`src/inc/xfx_defines.vh`:
```
// Constants for the exclusive-OR and extended instruction decoder
// Operation
// (RULE1) Opcode 0001 10da ffffffff is xor_accum_with_file, one instruction cycle.
// (RULE2) Result is accumulator XOR addressed file register.
// (RULE3) Destination bit 0 writes accumulator, 1 writes file register back.
// (RULE4) Exclusive-OR updates only negative and zero flags.
// (RULE5) Bank bit 0 selects access bank, 1 uses bank select register.
// (RULE6) Bank 0, extension on, address at most 5Fh: indexed literal offset.
// (RULE7) Extension and indexed mode stay off unless the enable bit is set.
// (RULE8) Extension adds eight instructions, none affecting status flags.
// (RULE9) 1110 1000/1001 ffkkkkkk add or subtract literal to selected pointer.
// (RULE10) Pointer field 11 uses stack pointer then returns, two cycles.
// (RULE11) Pointer-and-return loads PC from return stack top, second cycle idle.
// (RULE12) Opcode 0014h is call via accumulator, two cycles.
// (RULE13) Call pushes next address, PC low from accumulator, high/upper from latches.
// (RULE14) 1110 1011 two-word moves; bit 7 picks file or indexed destination.
// (RULE15) 1110 1010 kkkkkkkk stores literal at stack pointer then decrements it.
// (RULE16) With extension off, extended opcodes are unimplemented and change nothing.
`ifndef XFX_DEFINES_VH
`define XFX_DEFINES_VH
`define XFX_OP_XOR_FILE_HI 6'h06
`define XFX_OP_PTR_ADD    8'hE8
`define XFX_OP_PTR_SUB    8'hE9
`define XFX_OP_PUSH_LIT   8'hEA
`define XFX_OP_MOVE_IDX   8'hEB
`define XFX_OP_CALL_ACC   16'h0014
`define XFX_SECOND_NIB    4'hF
`define XFX_IDX_LIMIT     8'h5F
`define XFX_STACK_PTR_SEL 2'h3
`define XFX_ACCESS_HI_BNK 4'hF
`define XFX_ACCESS_SPLIT  8'h80
`define XFX_PTR_RST       12'h000
`define XFX_PHASES        2'h3
`endif

```
`src/rtl/xfx_phase_gen.v`:
```
// Four-phase instruction cycle generator
`timescale 1ns/1ps
`include "xfx_defines.vh"
module xfx_phase_gen (
    clk_sys,
    sys_rst,
    phase_q,
    cycle_end_q
);
    input            clk_sys;
    input            sys_rst;
    output reg [1:0] phase_q;
    output reg       cycle_end_q;

    always @(posedge clk_sys) begin
        if (sys_rst) begin
            phase_q     <= 2'h0;
            cycle_end_q <= 1'b0;
        end else begin
            phase_q     <= phase_q + 2'h1;
            cycle_end_q <= (phase_q == (`XFX_PHASES - 2'h1));
        end
    end
endmodule

```
`src/rtl/xfx_decoder.v`:
```
// Decoder and executor for the exclusive-OR-with-file and extended instructions
`timescale 1ns/1ps
`include "xfx_defines.vh"
module xfx_decoder (
    clk_sys,
    sys_rst,
    instr_word,
    instr_valid,
    extension_enable_cfg,
    accumulator_in,
    file_rd_data,
    bank_select_reg,
    top_of_return_stack,
    pc_next_in,
    pc_high_latch,
    pc_upper_latch,
    instr_take_q,
    file_rd_addr_q,
    indexed_mode_q,
    wr_accum_q,
    wr_file_q,
    wr_addr_q,
    wr_data_q,
    flag_n_q,
    flag_z_q,
    flag_we_q,
    pc_load_q,
    pc_load_val_q,
    stack_push_q,
    stack_push_val_q,
    stack_pop_q,
    file_pointer0_q,
    file_pointer1_q,
    software_stack_pointer_q,
    unimpl_q,
    busy_q
);
    input             clk_sys;
    input             sys_rst;
    input      [15:0] instr_word;
    input             instr_valid;
    input             extension_enable_cfg;
    input      [7:0]  accumulator_in;
    input      [7:0]  file_rd_data;
    input      [3:0]  bank_select_reg;
    input      [20:0] top_of_return_stack;
    input      [20:0] pc_next_in;
    input      [7:0]  pc_high_latch;
    input      [7:0]  pc_upper_latch;
    output reg        instr_take_q;
    output reg [11:0] file_rd_addr_q;
    output reg        indexed_mode_q;
    output reg        wr_accum_q;
    output reg        wr_file_q;
    output reg [11:0] wr_addr_q;
    output reg [7:0]  wr_data_q;
    output reg        flag_n_q;
    output reg        flag_z_q;
    output reg        flag_we_q;
    output reg        pc_load_q;
    output reg [20:0] pc_load_val_q;
    output reg        stack_push_q;
    output reg [20:0] stack_push_val_q;
    output reg        stack_pop_q;
    output reg [11:0] file_pointer0_q;
    output reg [11:0] file_pointer1_q;
    output reg [11:0] software_stack_pointer_q;
    output reg        unimpl_q;
    output reg        busy_q;

    // ********************************************
    // Phase timing and state
    // ********************************************
    localparam ST_IDLE  = 2'h0;
    localparam ST_NOP   = 2'h1;
    localparam ST_WORD2 = 2'h2;

    wire [1:0]  phase_q;
    wire        cycle_end_q;
    reg  [1:0]  state_q;
    reg  [15:0] ir_q;
    reg         ext_en_q;
    reg         ext_en_d;
    reg  [11:0] move_src_q;

    xfx_phase_gen u_phase (
        .clk_sys     (clk_sys),
        .sys_rst     (sys_rst),
        .phase_q     (phase_q),
        .cycle_end_q (cycle_end_q)
    );

    // Direct or indexed operand address
    function [11:0] xfx_file_addr;
        input [7:0]  f;
        input        a;
        input [3:0]  bank;
        input        ext;
        input [11:0] sp;
        begin
            if (!a && ext && f <= `XFX_IDX_LIMIT)
                xfx_file_addr = sp + {4'h0, f};                        // [RULE6]
            else if (a)
                xfx_file_addr = {bank, f};                             // [RULE5]
            else if (f < `XFX_ACCESS_SPLIT)
                xfx_file_addr = {4'h0, f};
            else
                xfx_file_addr = {`XFX_ACCESS_HI_BNK, f};
        end
    endfunction

    function [11:0] xfx_ptr_sel;
        input [1:0]  sel;
        input [11:0] p0;
        input [11:0] p1;
        input [11:0] p2;
        begin
            case (sel)
                2'h0:    xfx_ptr_sel = p0;
                2'h1:    xfx_ptr_sel = p1;
                default: xfx_ptr_sel = p2;
            endcase
        end
    endfunction

    wire        is_xor   = (ir_q[15:10] == `XFX_OP_XOR_FILE_HI);      // [RULE1]
    wire        is_add   = (ir_q[15:8] == `XFX_OP_PTR_ADD);
    wire        is_sub   = (ir_q[15:8] == `XFX_OP_PTR_SUB);
    wire        is_push  = (ir_q[15:8] == `XFX_OP_PUSH_LIT);
    wire        is_move  = (ir_q[15:8] == `XFX_OP_MOVE_IDX);
    wire        is_call_acc = (ir_q == `XFX_OP_CALL_ACC);               // [RULE12]
    wire        is_ext   = is_add | is_sub | is_push | is_move | is_call_acc; // [RULE8]
    wire [11:0] lit6     = {6'h00, ir_q[5:0]};
    wire [1:0]  psel     = ir_q[7:6];
    wire [11:0] ptr_cur  = xfx_ptr_sel(psel, file_pointer0_q, file_pointer1_q, software_stack_pointer_q);
    wire [11:0] ptr_new  = is_add ? ptr_cur + lit6 : ptr_cur - lit6;   // [RULE9]
    wire [7:0]  xor_res  = accumulator_in ^ file_rd_data;             // [RULE2]

    // ********************************************
    // Execution
    // ********************************************
    always @* begin
        ext_en_d = ext_en_q;
        if (sys_rst)
            ext_en_d = 1'b0;
        else
            ext_en_d = extension_enable_cfg;                            // [RULE7]
    end

    always @(posedge clk_sys) begin
        if (sys_rst) begin
            state_q                  <= ST_IDLE;
            ir_q                     <= 16'h0000;
            ext_en_q                 <= 1'b0;
            move_src_q               <= 12'h000;
            instr_take_q             <= 1'b0;
            file_rd_addr_q           <= 12'h000;
            indexed_mode_q           <= 1'b0;
            wr_accum_q               <= 1'b0;
            wr_file_q                <= 1'b0;
            wr_addr_q                <= 12'h000;
            wr_data_q                <= 8'h00;
            flag_n_q                 <= 1'b0;
            flag_z_q                 <= 1'b0;
            flag_we_q                <= 1'b0;
            pc_load_q                <= 1'b0;
            pc_load_val_q            <= 21'h000000;
            stack_push_q             <= 1'b0;
            stack_push_val_q         <= 21'h000000;
            stack_pop_q              <= 1'b0;
            file_pointer0_q          <= `XFX_PTR_RST;
            file_pointer1_q          <= `XFX_PTR_RST;
            software_stack_pointer_q <= `XFX_PTR_RST;
            unimpl_q                 <= 1'b0;
            busy_q                   <= 1'b0;
        end else begin
            ext_en_q     <= ext_en_d;
            instr_take_q <= 1'b0;
            wr_accum_q   <= 1'b0;
            wr_file_q    <= 1'b0;
            flag_we_q    <= 1'b0;
            pc_load_q    <= 1'b0;
            stack_push_q <= 1'b0;
            stack_pop_q  <= 1'b0;
            unimpl_q     <= 1'b0;
            // Q1: fetch and decode
            if (phase_q == 2'h0) begin
                if (state_q == ST_IDLE && instr_valid) begin
                    ir_q         <= instr_word;
                    instr_take_q <= 1'b1;
                    busy_q       <= 1'b1;
                    file_rd_addr_q <= xfx_file_addr(instr_word[7:0], instr_word[8], bank_select_reg,
                                                    ext_en_q, software_stack_pointer_q);
                    indexed_mode_q <= !instr_word[8] && ext_en_q && instr_word[7:0] <= `XFX_IDX_LIMIT;
                end else if (state_q == ST_WORD2 && instr_valid) begin
                    instr_take_q <= 1'b1;
                    // Second word of the two-word move
                    if (instr_word[15:12] == `XFX_SECOND_NIB) begin                // [RULE14]
                        file_rd_addr_q <= move_src_q;
                        wr_addr_q      <= ir_q[7] ? software_stack_pointer_q + {5'h00, instr_word[6:0]}
                                                  : instr_word[11:0];
                    end else begin
                        // Bad second word aborts the move, nothing written
                        unimpl_q <= 1'b1;
                        state_q  <= ST_IDLE;
                        busy_q   <= 1'b0;
                    end
                end
            end
            // Q4: write back at end of instruction cycle
            if (cycle_end_q && busy_q) begin
                case (state_q)
                    ST_IDLE: begin
                        state_q <= ST_IDLE;
                        busy_q  <= 1'b0;
                        if (is_xor) begin
                            wr_data_q  <= xor_res;
                            wr_addr_q  <= file_rd_addr_q;
                            wr_accum_q <= !ir_q[9];                             // [RULE3]
                            wr_file_q  <= ir_q[9];                              // [RULE3]
                            flag_n_q   <= xor_res[7];                           // [RULE4]
                            flag_z_q   <= (xor_res == 8'h00);                   // [RULE4]
                            flag_we_q  <= 1'b1;
                        end else if (is_ext && !ext_en_q) begin
                            unimpl_q <= 1'b1;                                   // [RULE16]
                        end else if (is_add || is_sub) begin
                            case (psel)
                                2'h0:    file_pointer0_q <= ptr_new;
                                2'h1:    file_pointer1_q <= ptr_new;
                                default: software_stack_pointer_q <= ptr_new;
                            endcase
                            if (psel == `XFX_STACK_PTR_SEL) begin               // [RULE10]
                                pc_load_q     <= 1'b1;
                                pc_load_val_q <= top_of_return_stack;           // [RULE11]
                                stack_pop_q   <= 1'b1;
                                state_q       <= ST_NOP;
                                busy_q        <= 1'b1;
                            end
                        end else if (is_push) begin
                            wr_file_q                <= 1'b1;                   // [RULE15]
                            wr_addr_q                <= software_stack_pointer_q;
                            wr_data_q                <= ir_q[7:0];
                            software_stack_pointer_q <= software_stack_pointer_q - 12'h001;
                        end else if (is_call_acc) begin
                            stack_push_q     <= 1'b1;                           // [RULE13]
                            stack_push_val_q <= pc_next_in;
                            pc_load_q        <= 1'b1;
                            pc_load_val_q    <= {pc_upper_latch[4:0], pc_high_latch, accumulator_in};
                            state_q          <= ST_NOP;
                            busy_q           <= 1'b1;
                        end else if (is_move) begin
                            move_src_q <= (ir_q[7] ? software_stack_pointer_q : software_stack_pointer_q)
                                          + {5'h00, ir_q[6:0]};                 // [RULE14]
                            state_q    <= ST_WORD2;
                            busy_q     <= 1'b1;
                        end
                    end
                    ST_NOP: begin
                        state_q <= ST_IDLE;                                     // [RULE11]
                        busy_q  <= 1'b0;
                    end
                    ST_WORD2: begin
                        wr_file_q <= 1'b1;
                        wr_data_q <= file_rd_data;
                        state_q   <= ST_IDLE;
                        busy_q    <= 1'b0;
                    end
                    default: begin
                        state_q <= ST_IDLE;
                        busy_q  <= 1'b0;
                    end
                endcase
            end
        end
    end
endmodule

```
`config.mk`:
```
export PLATFORM = sky130hd
export DESIGN_NAME = xfx_decoder
export DESIGN_NICKNAME = d
export VERILOG_FILES = /design/src/rtl/xfx_phase_gen.v /design/src/rtl/xfx_decoder.v
export VERILOG_INCLUDE_DIRS = /design/src /design/src/inc
export SDC_FILE = /design/constraint.sdc
export NUM_CORES = 1
export LEC_CHECK = 0
export BUFFER_PORTS_ARGS = -buffer_cell sky130_fd_sc_hd__buf_2
export CELL_PAD_IN_SITES_DETAIL_PLACEMENT = 0
export CELL_PAD_IN_SITES_GLOBAL_PLACEMENT = 2
export CORE_UTILIZATION = 29
export CTS_CLUSTER_SIZE = 12
export DETAILED_ROUTE_END_ITERATION = 12
export PLACE_DENSITY = 0.87
export SYNTH_ARGS = -nofsm -noshare
export SYNTH_HDL_FRONTEND = slang
export SYNTH_SLANG_ARGS = --single-unit
```
`constraint.sdc`:
```
create_clock -name clk_sys -period 9 [get_ports clk_sys]
set_clock_uncertainty 0.1 [all_clocks]
set_input_delay 1.8 -clock clk_sys [delete_from_list [all_inputs] [get_ports clk_sys]]
set_output_delay 1.8 -clock clk_sys [all_outputs]
set_load 0.01 [all_outputs]
```
Word level (Yosys, flattened, before mapping):

Index checks and enable logic that the tools add are counted.

* memories kept: 0
* output and inout bits: 122
* word-level logic and storage cells: 186
* bits of input ports: 98
* register bits: 156
* RAM bits: 0
* latch bits: 0
* memory bits (read-only): 0

* shifts and indexed selects: 0
* divide/modulo/power cells: 0
* bitwise logic cells: 13
* mux-type cells: 76
* multipliers: 0
* reduce and logical (&&, ||, !) cells: 42
* equality and inequality tests: 20
* magnitude comparators: 2
* add/subtract/negate cells: 7

Operators with widths (number)
* 2-to-1 mux 12 bit: 21
* 2-to-1 mux 21 bit: 4
* == test 8 bit, second input constant: 4
* 2-to-1 mux 1 bit: 32
* 2-to-1 mux 8 bit: 4
* adder 12 x 7 -> 12 bit: 2
* 2-to-1 mux 2 bit: 12
* one-hot mux 12 bit (2 select lines): 1
* AND reduction 6 bit: 3
* == test 16 x 5 -> 1 bit, second input constant: 1
* one-hot mux 8 bit (2 select lines): 1
* AND reduction 7 bit: 2
* nonzero test 2 bit: 7
* adder 12 x 6 -> 12 bit: 1
* adder 12 x 8 -> 12 bit: 1
* OR reduction 6 bit: 2
* subtractor 12 x 1 -> 12 bit, second input constant: 1
* subtractor 12 x 6 -> 12 bit: 1
* != test 3 bit, second input constant: 3
* AND reduction 3 bit: 3
* less-or-equal comparator 8 x 7 -> 1 bit, second input constant: 1
* logical NOT 8 bit: 1
* less-than comparator 8 bit, second input constant: 1
* != test 2 x 1 -> 1 bit, second input constant: 4
* 24 further kinds: 47

Longest topological paths before layout:

Gate-level depths: netlist of the first run.

* depth after elaboration: 12
* gate-level depth with buffers: 16
* gate-level depth less buffers: 14

Modules after synthesis:

Synthesis of the first run repeated with hierarchy kept, for this count alone.

* cells, all modules: 1146
* area, all modules: 8757.1 um^2

Modules (own cells, without submodules)
* xfx_decoder: times used 1, sequential area each 3062.9 um^2, cells an instance 1138, area an instance 8667.1 um^2
* xfx_phase_gen: times used 1, sequential area each 60.1 um^2, cells an instance 8, area an instance 90.1 um^2

Worst setup path before layout of the first run:

Ideal clock, no wire load.

* kind: input to register
* start: input instr_word[0]
* end: register file_rd_addr_q[10]
* data required time: 8799 ps
* cell stages on the path: 10
* path slack: 5216 ps
* data arrival time: 3583 ps
* path buffers: 0
* setup time: 101 ps
* cells stage by stage: ha_1 -> inv_1 -> fa_1 -> nor2b_1 -> o31a_1 -> o311a_1 -> o211ai_1 -> xnor2_1 -> a221oi_1 -> o41ai_1

* word-level cells in the longest chain between the ends: 5
* elaborated cells on any way between the ends: 8
* classes of those cells: add/sub: 1; order compare: 2; mux: 4; reduce/logical: 1

RTL lines
* start, declared: line xfx_decoder.v:40 `input [15:0] instr_word;`
* less-than comparator 8 bit (no line)
* 2-to-1 mux 12 bit: line xfx_decoder.v:105 `` else if (f < `XFX_ACCESS_SPLIT) ``
* 2-to-1 mux 12 bit: line xfx_decoder.v:103 `else if (a)`
* 2-to-1 mux 12 bit (*): line xfx_decoder.v:101 `` if (!a && ext && f <= `XFX_IDX_LIMIT) ``
* 2-to-1 mux 12 bit (*): line xfx_decoder.v:188 `if (state_q == ST_IDLE && instr_valid) begin`
* end signal, assigned: line xfx_decoder.v:192 `file_rd_addr_q <= xfx_file_addr(instr_word[7:0], instr_word[8], bank_select_reg,`
* end signal, assigned: line xfx_decoder.v:199 `file_rd_addr_q <= move_src_q;`
* end, declared: line xfx_decoder.v:51 `output reg [11:0] file_rd_addr_q;`

Every way passes the cells marked *; elsewhere a longest branch is shown, timed or not.
A chain may end at the register's enable or synchronous reset.

Final worst setup path of the first run:

* start: register ir_q[11]
* end: register software_stack_pointer_q[10]

* word-level cells in the longest chain between the ends: 8
* elaborated cells on any way between the ends: 20
* classes of those cells: eq/ne: 7; mux: 3; bitwise: 6; reduce/logical: 4

RTL lines
* start, declared: line xfx_decoder.v:81 `reg [15:0] ir_q;`
* start signal, assigned: line xfx_decoder.v:189 `ir_q <= instr_word;`
* == test 8 bit (no line)
* bitwise OR 1 bit (4 in a row): line xfx_decoder.v:132 `wire is_ext = is_add | is_sub | is_push | is_move | is_call_acc;`
* logical AND 1 bit: line xfx_decoder.v:224 `end else if (is_ext && !ext_en_q) begin`
* inverter 1 bit (no line)
* AND reduction 6 bit (no line)
* end signal, assigned: line xfx_decoder.v:173 `` software_stack_pointer_q <= `XFX_PTR_RST; ``
* end signal, assigned: line xfx_decoder.v:230 `default: software_stack_pointer_q <= ptr_new;`
* end signal, assigned: line xfx_decoder.v:243 `software_stack_pointer_q <= software_stack_pointer_q - 12'h001;`
* end, declared: line xfx_decoder.v:67 `output reg [11:0] software_stack_pointer_q;`

Parallel ways exist; a longest one is shown, timed or not. The select of a mux whose other input is x is not followed.

==> reports/metrics.yaml, run 1 <==
run_status:
  status: "finished, final reports clean"
floorplan:
  rows: 62
  die_h_um: 175.1
  core-area_mm2: 0.02909
  start_util: 0.2985
  dieArea_mm2: 0.03064
  die_w_um: 175.1
  ios: 220
power_and_ir_drop:
  intPower_mw: 1.234
  p_sw_uw: 442.8
  p_clk_frac: 0.463
  peakVddDrop_mv: 0.1101
  p_seq_frac: 0.427
  combPwrFrac: 0.110
  powerDensity_mw_per_mm2: 157.2
  p_leak_nw: 4.424
  switching_share: 0.2641
min_path:
  min_delay_path_depth: 1
  hold_class: "reg2reg"
  min_from: "u_phase.phase_q[0]"
  min_to: "u_phase.phase_q[0]"
logic_synthesis:
  synth_edf_count: 0
  synth_top_area_cell: "dfxtp_1"
  synth_top_family_by_area: "simple AND/OR/NAND/NOR gates"
  synth-xor-area-share: 0.04135
  syn_area_per_cell_um2: 7.924
  synth_nets: 1227
  synth_top_area_frac: 0.3596
  ys_ff_latch: 156
  yosys.area_share.simple: 0.2428
  synthArstFlopShare: 0
  synthCells: 1096
  synth-compound-area-share: 0.2111
  synth_cell_types: 72
  synth_common_cells: "nand2_1, dfxtp_1, nor2_1"
  synthMuxAreaShare: 0.04740
  synth-seq-area-share: 0.3596
  synth_ff_type: "dfxtp_1"
  netlist_area_mm2: 0.008685
  yosysMostFrequentCell: "nand2_1"
  synth_fa_ha_area_frac: 0.05014
  synthTopCellsByArea: "dfxtp_1, nand2_1, nor2_1, a21oi_1, mux2i_1"
  ys_warn_count: 0
place:
  hpwl_mm: 22.51
  portBuffers: 216
  gp_congestion: 0.8353
  placed_cell_area_mm2: 0.01004
global_route:
  grt_antenna_before_repair: 0
  grt_start_max_net_pins: 74
  grtUsageTotal: 0.1982
  grt_pass1_wl_mm: 47.13
  grt-ovfl-total: 0
  grt_pass1_vias: 8178
sta:
  max-slew-margin-rel: 0.2399
  worst_pin_slew_ns: 1.138
  rsz0062_at_grt: "no"
  hold_viol: 0
  timing.fmax_mhz: 241.5
  period_minus_slack_ns: 4.141
  setup_viol_count_final: 0
  drv_slew: 0
  finalSetupTns_ns: 0
  fin_crit_sh: 0.4601
critical_path:
  crit_arrival_ns: 4.39
  cp_data_required_time_ns: 9.25
  rr_startpoint: "ir_q[11]"
  crit_path_end_kind: "register"
  critical_path_class: "reg2reg"
  critical_path.top_delay_family: "simple AND/OR/NAND/NOR gates"
  cp_num_buf_inv: 2
  crit_chain: "and4bb_1 > and3_1 > nand2b_1 > buf_4 > nor2_1 > mux2_2 > inv_1 > fa_1 > nor2b_4 > o31a_1 > o41a_1 > or4_4 > nand3_2 > nand3_1 > a21oi_1"
  crit_start: "ir_q[11]"
  r2r_end: "software_stack_pointer_q[10]"
  rrSetupSlack_ns: 4.86
  worstRegToRegCells: 15
  cpPeakStageDelay_ns: 0.49
  path_max_fanout: 35
  slowest_stage: "or4_4"
  worstSetupStartpointType: "register"
run:
  max_cap_violations: 0
clock_network:
  cts_buffer_depth: 2
  root_buffer: "clkbuf_16"
  cts.repair.resized: 0
  cts.clk_slew.worst_paths_ns: 0.07
  cts_tree: "built"
  cts_sinks: 156
  holdBufCountCts: 0
  worstSkewPairLatency_ns: 0.42
  cts_setup_buffers: 0
  htree_levels: 4
  cts_buffers: 17
cells_and_area:
  drive_above_1_share: 0.2261
  fin_area_mm2: 0.01067
  diodes: 0
  syn2layout_area_growth_pct: 22.81
  nets: 1405
detailed_routing:
  antenna_left: 0
  vias: 8579
  via_per_inst: 5.134
  wl_mm: 30.73
  drc_errors: 0
  drt-initial-drc-count: 641
  wl_per_cell_um: 18.39
  drtPass1Iterations: 5
-- logic make-up (layout without fill, tap and decap cells) --
| logic type | Yosys count | after routing |
|---|---|---|
| mux | 41 | 41 |
| fa+ha+maj | 33 | 33 |
| flops | 156 | 156 |
| simple gates | 458 | 458 |
| buf+inv | 92 | 283 |
| compound gates | 275 | 275 |
| xor+xnor | 41 | 41 |
-- area by class of cell --
class,count,area [um^2]
fillers,3081,18430
multi-input cells,848,5152
flip-flops and latches,156,3124
repair buffers,233,1211
well taps,384,480.5
clock buffers,21,470.5
clock inverters,11,158.9
inverters,18,67.56
-- worst register-to-register path, delay by kind of cell, from the launching register on --
kind / cells / cell delay, ns
and+or+nand+nor: 8 / 1.74
muxes: 1 / 0.40
adders and majority gates: 1 / 0.26
buffers and inverters: 2 / 0.34
DFF: 1 / 0.43
AOI/OAI and AO/OA: 3 / 0.80
-- power groups by stage --
stage          Combinational [mW]  Clock, mW  Sequential, mW
6_report                    0.185      0.776           0.715
5_1_grt                     0.204      0.818           0.716
4_1_cts                     0.185      0.790           0.715
3_5_place_dp                0.184          0           0.731
3_3_place_gp                0.182          0           0.731
2_1_floorplan               0.114          0           0.725
-- state kept, by name, summed over array words and instances, names as in the netlist, 8 cells and up --
signal	count
wr_data_q	8
file_pointer1_q	12
stack_push_val_q	21
file_pointer0_q	12
file_rd_addr_q	12
wr_addr_q	12
move_src_q	12
pc_load_val_q	21
software_stack_pointer_q	12
ir_q	16
-- metal layers --
metal	wire length (um)	share of wire	GRT usage	vias up
met3	1123	0.037	0.02654	37
met1	14680	0.48	0.2679	4080
met5	0	0	0	-
met2	14390	0.47	0.3262	209
met4	529	0.017	0.05942	0
li1	-	-	-	4253
-- cells in the final DEF, fill, tap and decap left out, types with 18 or more instances in the layout --
cell	synthesis	routed
buf_2	16	215
nand2_1	193	193
dfxtp_1	156	155
nor2_1	148	146
a21oi_1	83	83
o21ai_0	46	46
mux2i_1	40	40
ha_1	30	30
nor3_1	24	24
a311oi_1	24	24
xnor2_1	21	21
xor2_1	20	20
a211oi_1	20	20
inv_1	18	18
buf_4	7	18
-- through the flow --
step	util	total power [mW]	setup WS (ns)	cells	hold slack, ns
final	0.3666	1.677	4.859	1671	0.3171
after CTS	0.3666	1.690	4.884	1671	0.3194
after global placement	0.3450	0.9129	4.841	1639	0.3024
after global routing	0.3666	1.738	4.608	1671	0.3541
after floorplan	-	0.8391	5.216	1096	0.2925
after detailed placement	0.3450	0.9145	4.826	1639	0.3095
-- how the worst max path moves through the flow --
| stage | endpoint | slack [ns] | cells after the start |
|---|---|---|---|
| final | software_stack_pointer_q[10] | 4.86 | 15 |
| after global routing | software_stack_pointer_q[10] | 4.61 | 15 |
| after CTS | software_stack_pointer_q[10] | 4.88 | 15 |
| after detailed placement | file_rd_addr_q[10] | 4.83 | 11 |
| after global placement | file_rd_addr_q[10] | 4.84 | 11 |
| after floorplan | file_rd_addr_q[10] | 5.22 | 10 |
(Power assumes the default switching activity.)
==> run 2, diff against run 1 <==
--- a/config.mk
+++ b/config.mk
@@ -9,10 +9,10 @@
 export BUFFER_PORTS_ARGS = -buffer_cell sky130_fd_sc_hd__buf_2
 export CELL_PAD_IN_SITES_DETAIL_PLACEMENT = 0
 export CELL_PAD_IN_SITES_GLOBAL_PLACEMENT = 2
-export CORE_UTILIZATION = 29
+export CORE_UTILIZATION = 28
 export CTS_CLUSTER_SIZE = 12
 export DETAILED_ROUTE_END_ITERATION = 12
-export PLACE_DENSITY = 0.87
+export PLACE_DENSITY = 0.88
 export SYNTH_ARGS = -nofsm -noshare
 export SYNTH_HDL_FRONTEND = slang
 export SYNTH_SLANG_ARGS = --single-unit
==> constraint.sdc (replaced) <==
create_clock -name clk_sys -period 3.42 [get_ports clk_sys]
set_clock_uncertainty 0.1 [all_clocks]
set_input_delay 0.684 -clock clk_sys [delete_from_list [all_inputs] [get_ports clk_sys]]
set_output_delay 0.684 -clock clk_sys [all_outputs]
set_load 0.01 [all_outputs]
==> reports/metrics.yaml, run 2 (synthesis results as in run 1) <==
sta:
  rsz0062_at_grt: "no"
  hold_ws_ns: 0.3144  # -0.002670 ns
  max-slew-margin-rel: 0.5144  # +0.2745
  fin_crit_sh: 0.9574  # +0.4973
  setup_viol_count_final: 0  # unchanged
  drv_slew: 0  # unchanged
  hold_viol: 0  # unchanged
  finalSetupTns_ns: 0  # unchanged
  timing.fmax_mhz: 305.4  # +26%
  period_minus_slack_ns: 3.274  # -0.8667 ns
  worst_pin_slew_ns: 0.7261  # -0.4117 ns
  fin_ws_ns: 0.1458  # -4.713 ns
floorplan:
  ios: 220  # unchanged
  start_util: 0.2839  # -0.01463
  dieArea_mm2: 0.03173  # +3.5%
  die_w_um: 178.1  # +1.8%
  core-area_mm2: 0.03059  # +5.2%
  rows: 64  # +3.2%
  die_h_um: 178.1  # +1.8%
clock_network:
  cts_tree: "built"
  holdBufCountCts: 0  # unchanged
  cts_sinks: 156  # unchanged
  htree_levels: 4  # unchanged
  worstSkewPairLatency_ns: 0.44  # +0.02 ns
  cts_buffers: 17  # unchanged
  cts.clk_slew.worst_paths_ns: 0.07  # about the same
  cts_buffer_depth: 2  # unchanged
  root_buffer: "clkbuf_16"
power_and_ir_drop:
  powerDensity_mw_per_mm2: 386.3  # +150%
  p_leak_nw: 4.568  # +3.3%
  peakVddDrop_mv: 0.3293  # +200%
place:
  post-place-ws_ns: 0.01039  # -4.815 ns
  dpl.cell_count: 1688  # +3.0%
  hpwl_mm: 23.64  # +5.0%
  gp_congestion: 0.8917  # +6.8%
  portBuffers: 216  # unchanged
run_status:
  status: "finished, final reports clean"
cells_and_area:
  syn2layout_area_growth_pct: 25.85
  drive_above_1_share: 0.2530  # +0.02691
  mostFrequentLayoutCells: "buf_2, nand2_1, dfxtp_1"
  fin_cells: 1721  # +3.0%
  nets: 1442  # +2.6%
  top_regs: "pc_load_val_q (21), stack_push_val_q (21), ir_q (16)"
  layout_commonest_cell: "buf_2"
  fill_cells: 3287  # +6.7%
global_route:
  grt_antenna_before_repair: 0  # unchanged
  grt-ovfl-total: 0  # unchanged
  grt_pass1_vias: 8023  # -1.9%
  grt_start_max_net_pins: 76  # +2.7%
  grt_pass1_wl_mm: 47.00  # -0.28%
  grtUsageTotal: 0.1953  # -0.002861
detailed_routing:
  drtPass1Iterations: 5  # unchanged
  wl_per_cell_um: 18.25  # -0.74%
  vias: 8698  # +1.4%
  drc_errors: 0  # unchanged
  wl_mm: 31.41  # +2.2%
  antenna_left: 0  # unchanged
  via_per_inst: 5.054  # -1.6%
  drt-initial-drc-count: 626  # -2.3%
critical_path:
  slowest_stage: "or4_4"
  critical_path_class: "reg2reg"
  crit_path_end_kind: "register"
  cpPeakStageDelay_ns: 0.49  # about the same
  crit_arrival_ns: 3.55  # -0.84 ns
  cp_data_required_time_ns: 3.70  # -5.55 ns
  crit_chain: "and4bb_1 > and3_4 > nand2b_4 > nor2_4 > buf_4 > a21oi_2 > xor2_1 > ha_1 > o21a_1 > o31a_1 > o41a_1 > or4_4 > nand3_2 > nand3_1 > a21oi_1"
  path_max_fanout: 4  # -89%
  worstSetupStartpointType: "register"
run:
  max_cap_violations: 0  # unchanged
min_path:
  hold_class: "reg2reg"
## run 2: cell types whose count changed in the layout (fill, tap and decap cells not counted), sizes merged
cell | before | now
clkbuf | 21 | 20
clkinvlp | 0 | 6
diode | 0 | 1
clkinv | 6 | 4
buf | 233 | 270
bufinv | 3 | 0
## run 2: per-layer routing
layer	wire length (um)	vias up	global-route usage
li1	-	4319	-
met1	14770	4113	0.2701
met2	14660	237	0.3085
met3	1485	29	0.03112
met4	493	0	0.06054
met5	0	-	0
## run 2: through the flow
step                      instance area (um^2)    util  power (mW)
after floorplan                           8696       -       2.209
after global placement                   10350  0.3383       2.433
after detailed placement                 10350  0.3383       2.436
after CTS                                10900  0.3562       4.255
after global routing                     10930  0.3572       4.400
final                                    10930  0.3573       4.222
## run 2: worst max-delay path, delay by kind of cell, from the launching register on
family	cells	cell delay, ns
adders and majority gates	1	0.31
and+or+nand+nor	7	1.38
DFF	1	0.31
buffers and inverters	1	0.14
xor gates and xnor gates	1	0.20
AOI/OAI and AO/OA	5	0.76
## run 2: final timing paths
| kind | end | cells after the start | start | slack (ns) |
|---|---|---|---|---|
| hold reg to reg | u_phase.phase_q[0] | 1 | u_phase.phase_q[0] | 0.31 |
| setup / recovery | software_stack_pointer_q[10] | 15 | ir_q[10] | 0.15 |
| hold / removal | u_phase.phase_q[0] | 1 | u_phase.phase_q[0] | 0.31 |
| setup reg to reg | software_stack_pointer_q[10] | 15 | ir_q[10] | 0.15 |
## run 2: repair_timing
action,in CTS,in global routing
buffers inserted,0,0
endpoints found under the setup margin,0,14
gates resized for setup,0,8
## run 2: layout make-up
class | instances | area, um^2 | share of cell area
clock buffers | 20 | 456.7 | 0.04179
well taps | 396 | 495.5 | 0.04533
clock inverters | 12 | 90.09 | 0.008243
repair buffers | 270 | 1501 | 0.1374
diodes | 1 | 2.502 | 0.0002290
flip-flops and latches | 156 | 3124 | 0.2859
multi-input cells | 848 | 5191 | 0.4750
inverters | 18 | 67.56 | 0.006182
## run 2: power by group
group          leakage [nW]  internal, mW  total, mW  switching, mW
Clock                 0.251         0.971       1.82          0.847
Combinational          3.06         0.208      0.527          0.319
Sequential             1.26          1.84       1.88         0.0340
Total                  4.57          3.02       4.22           1.20
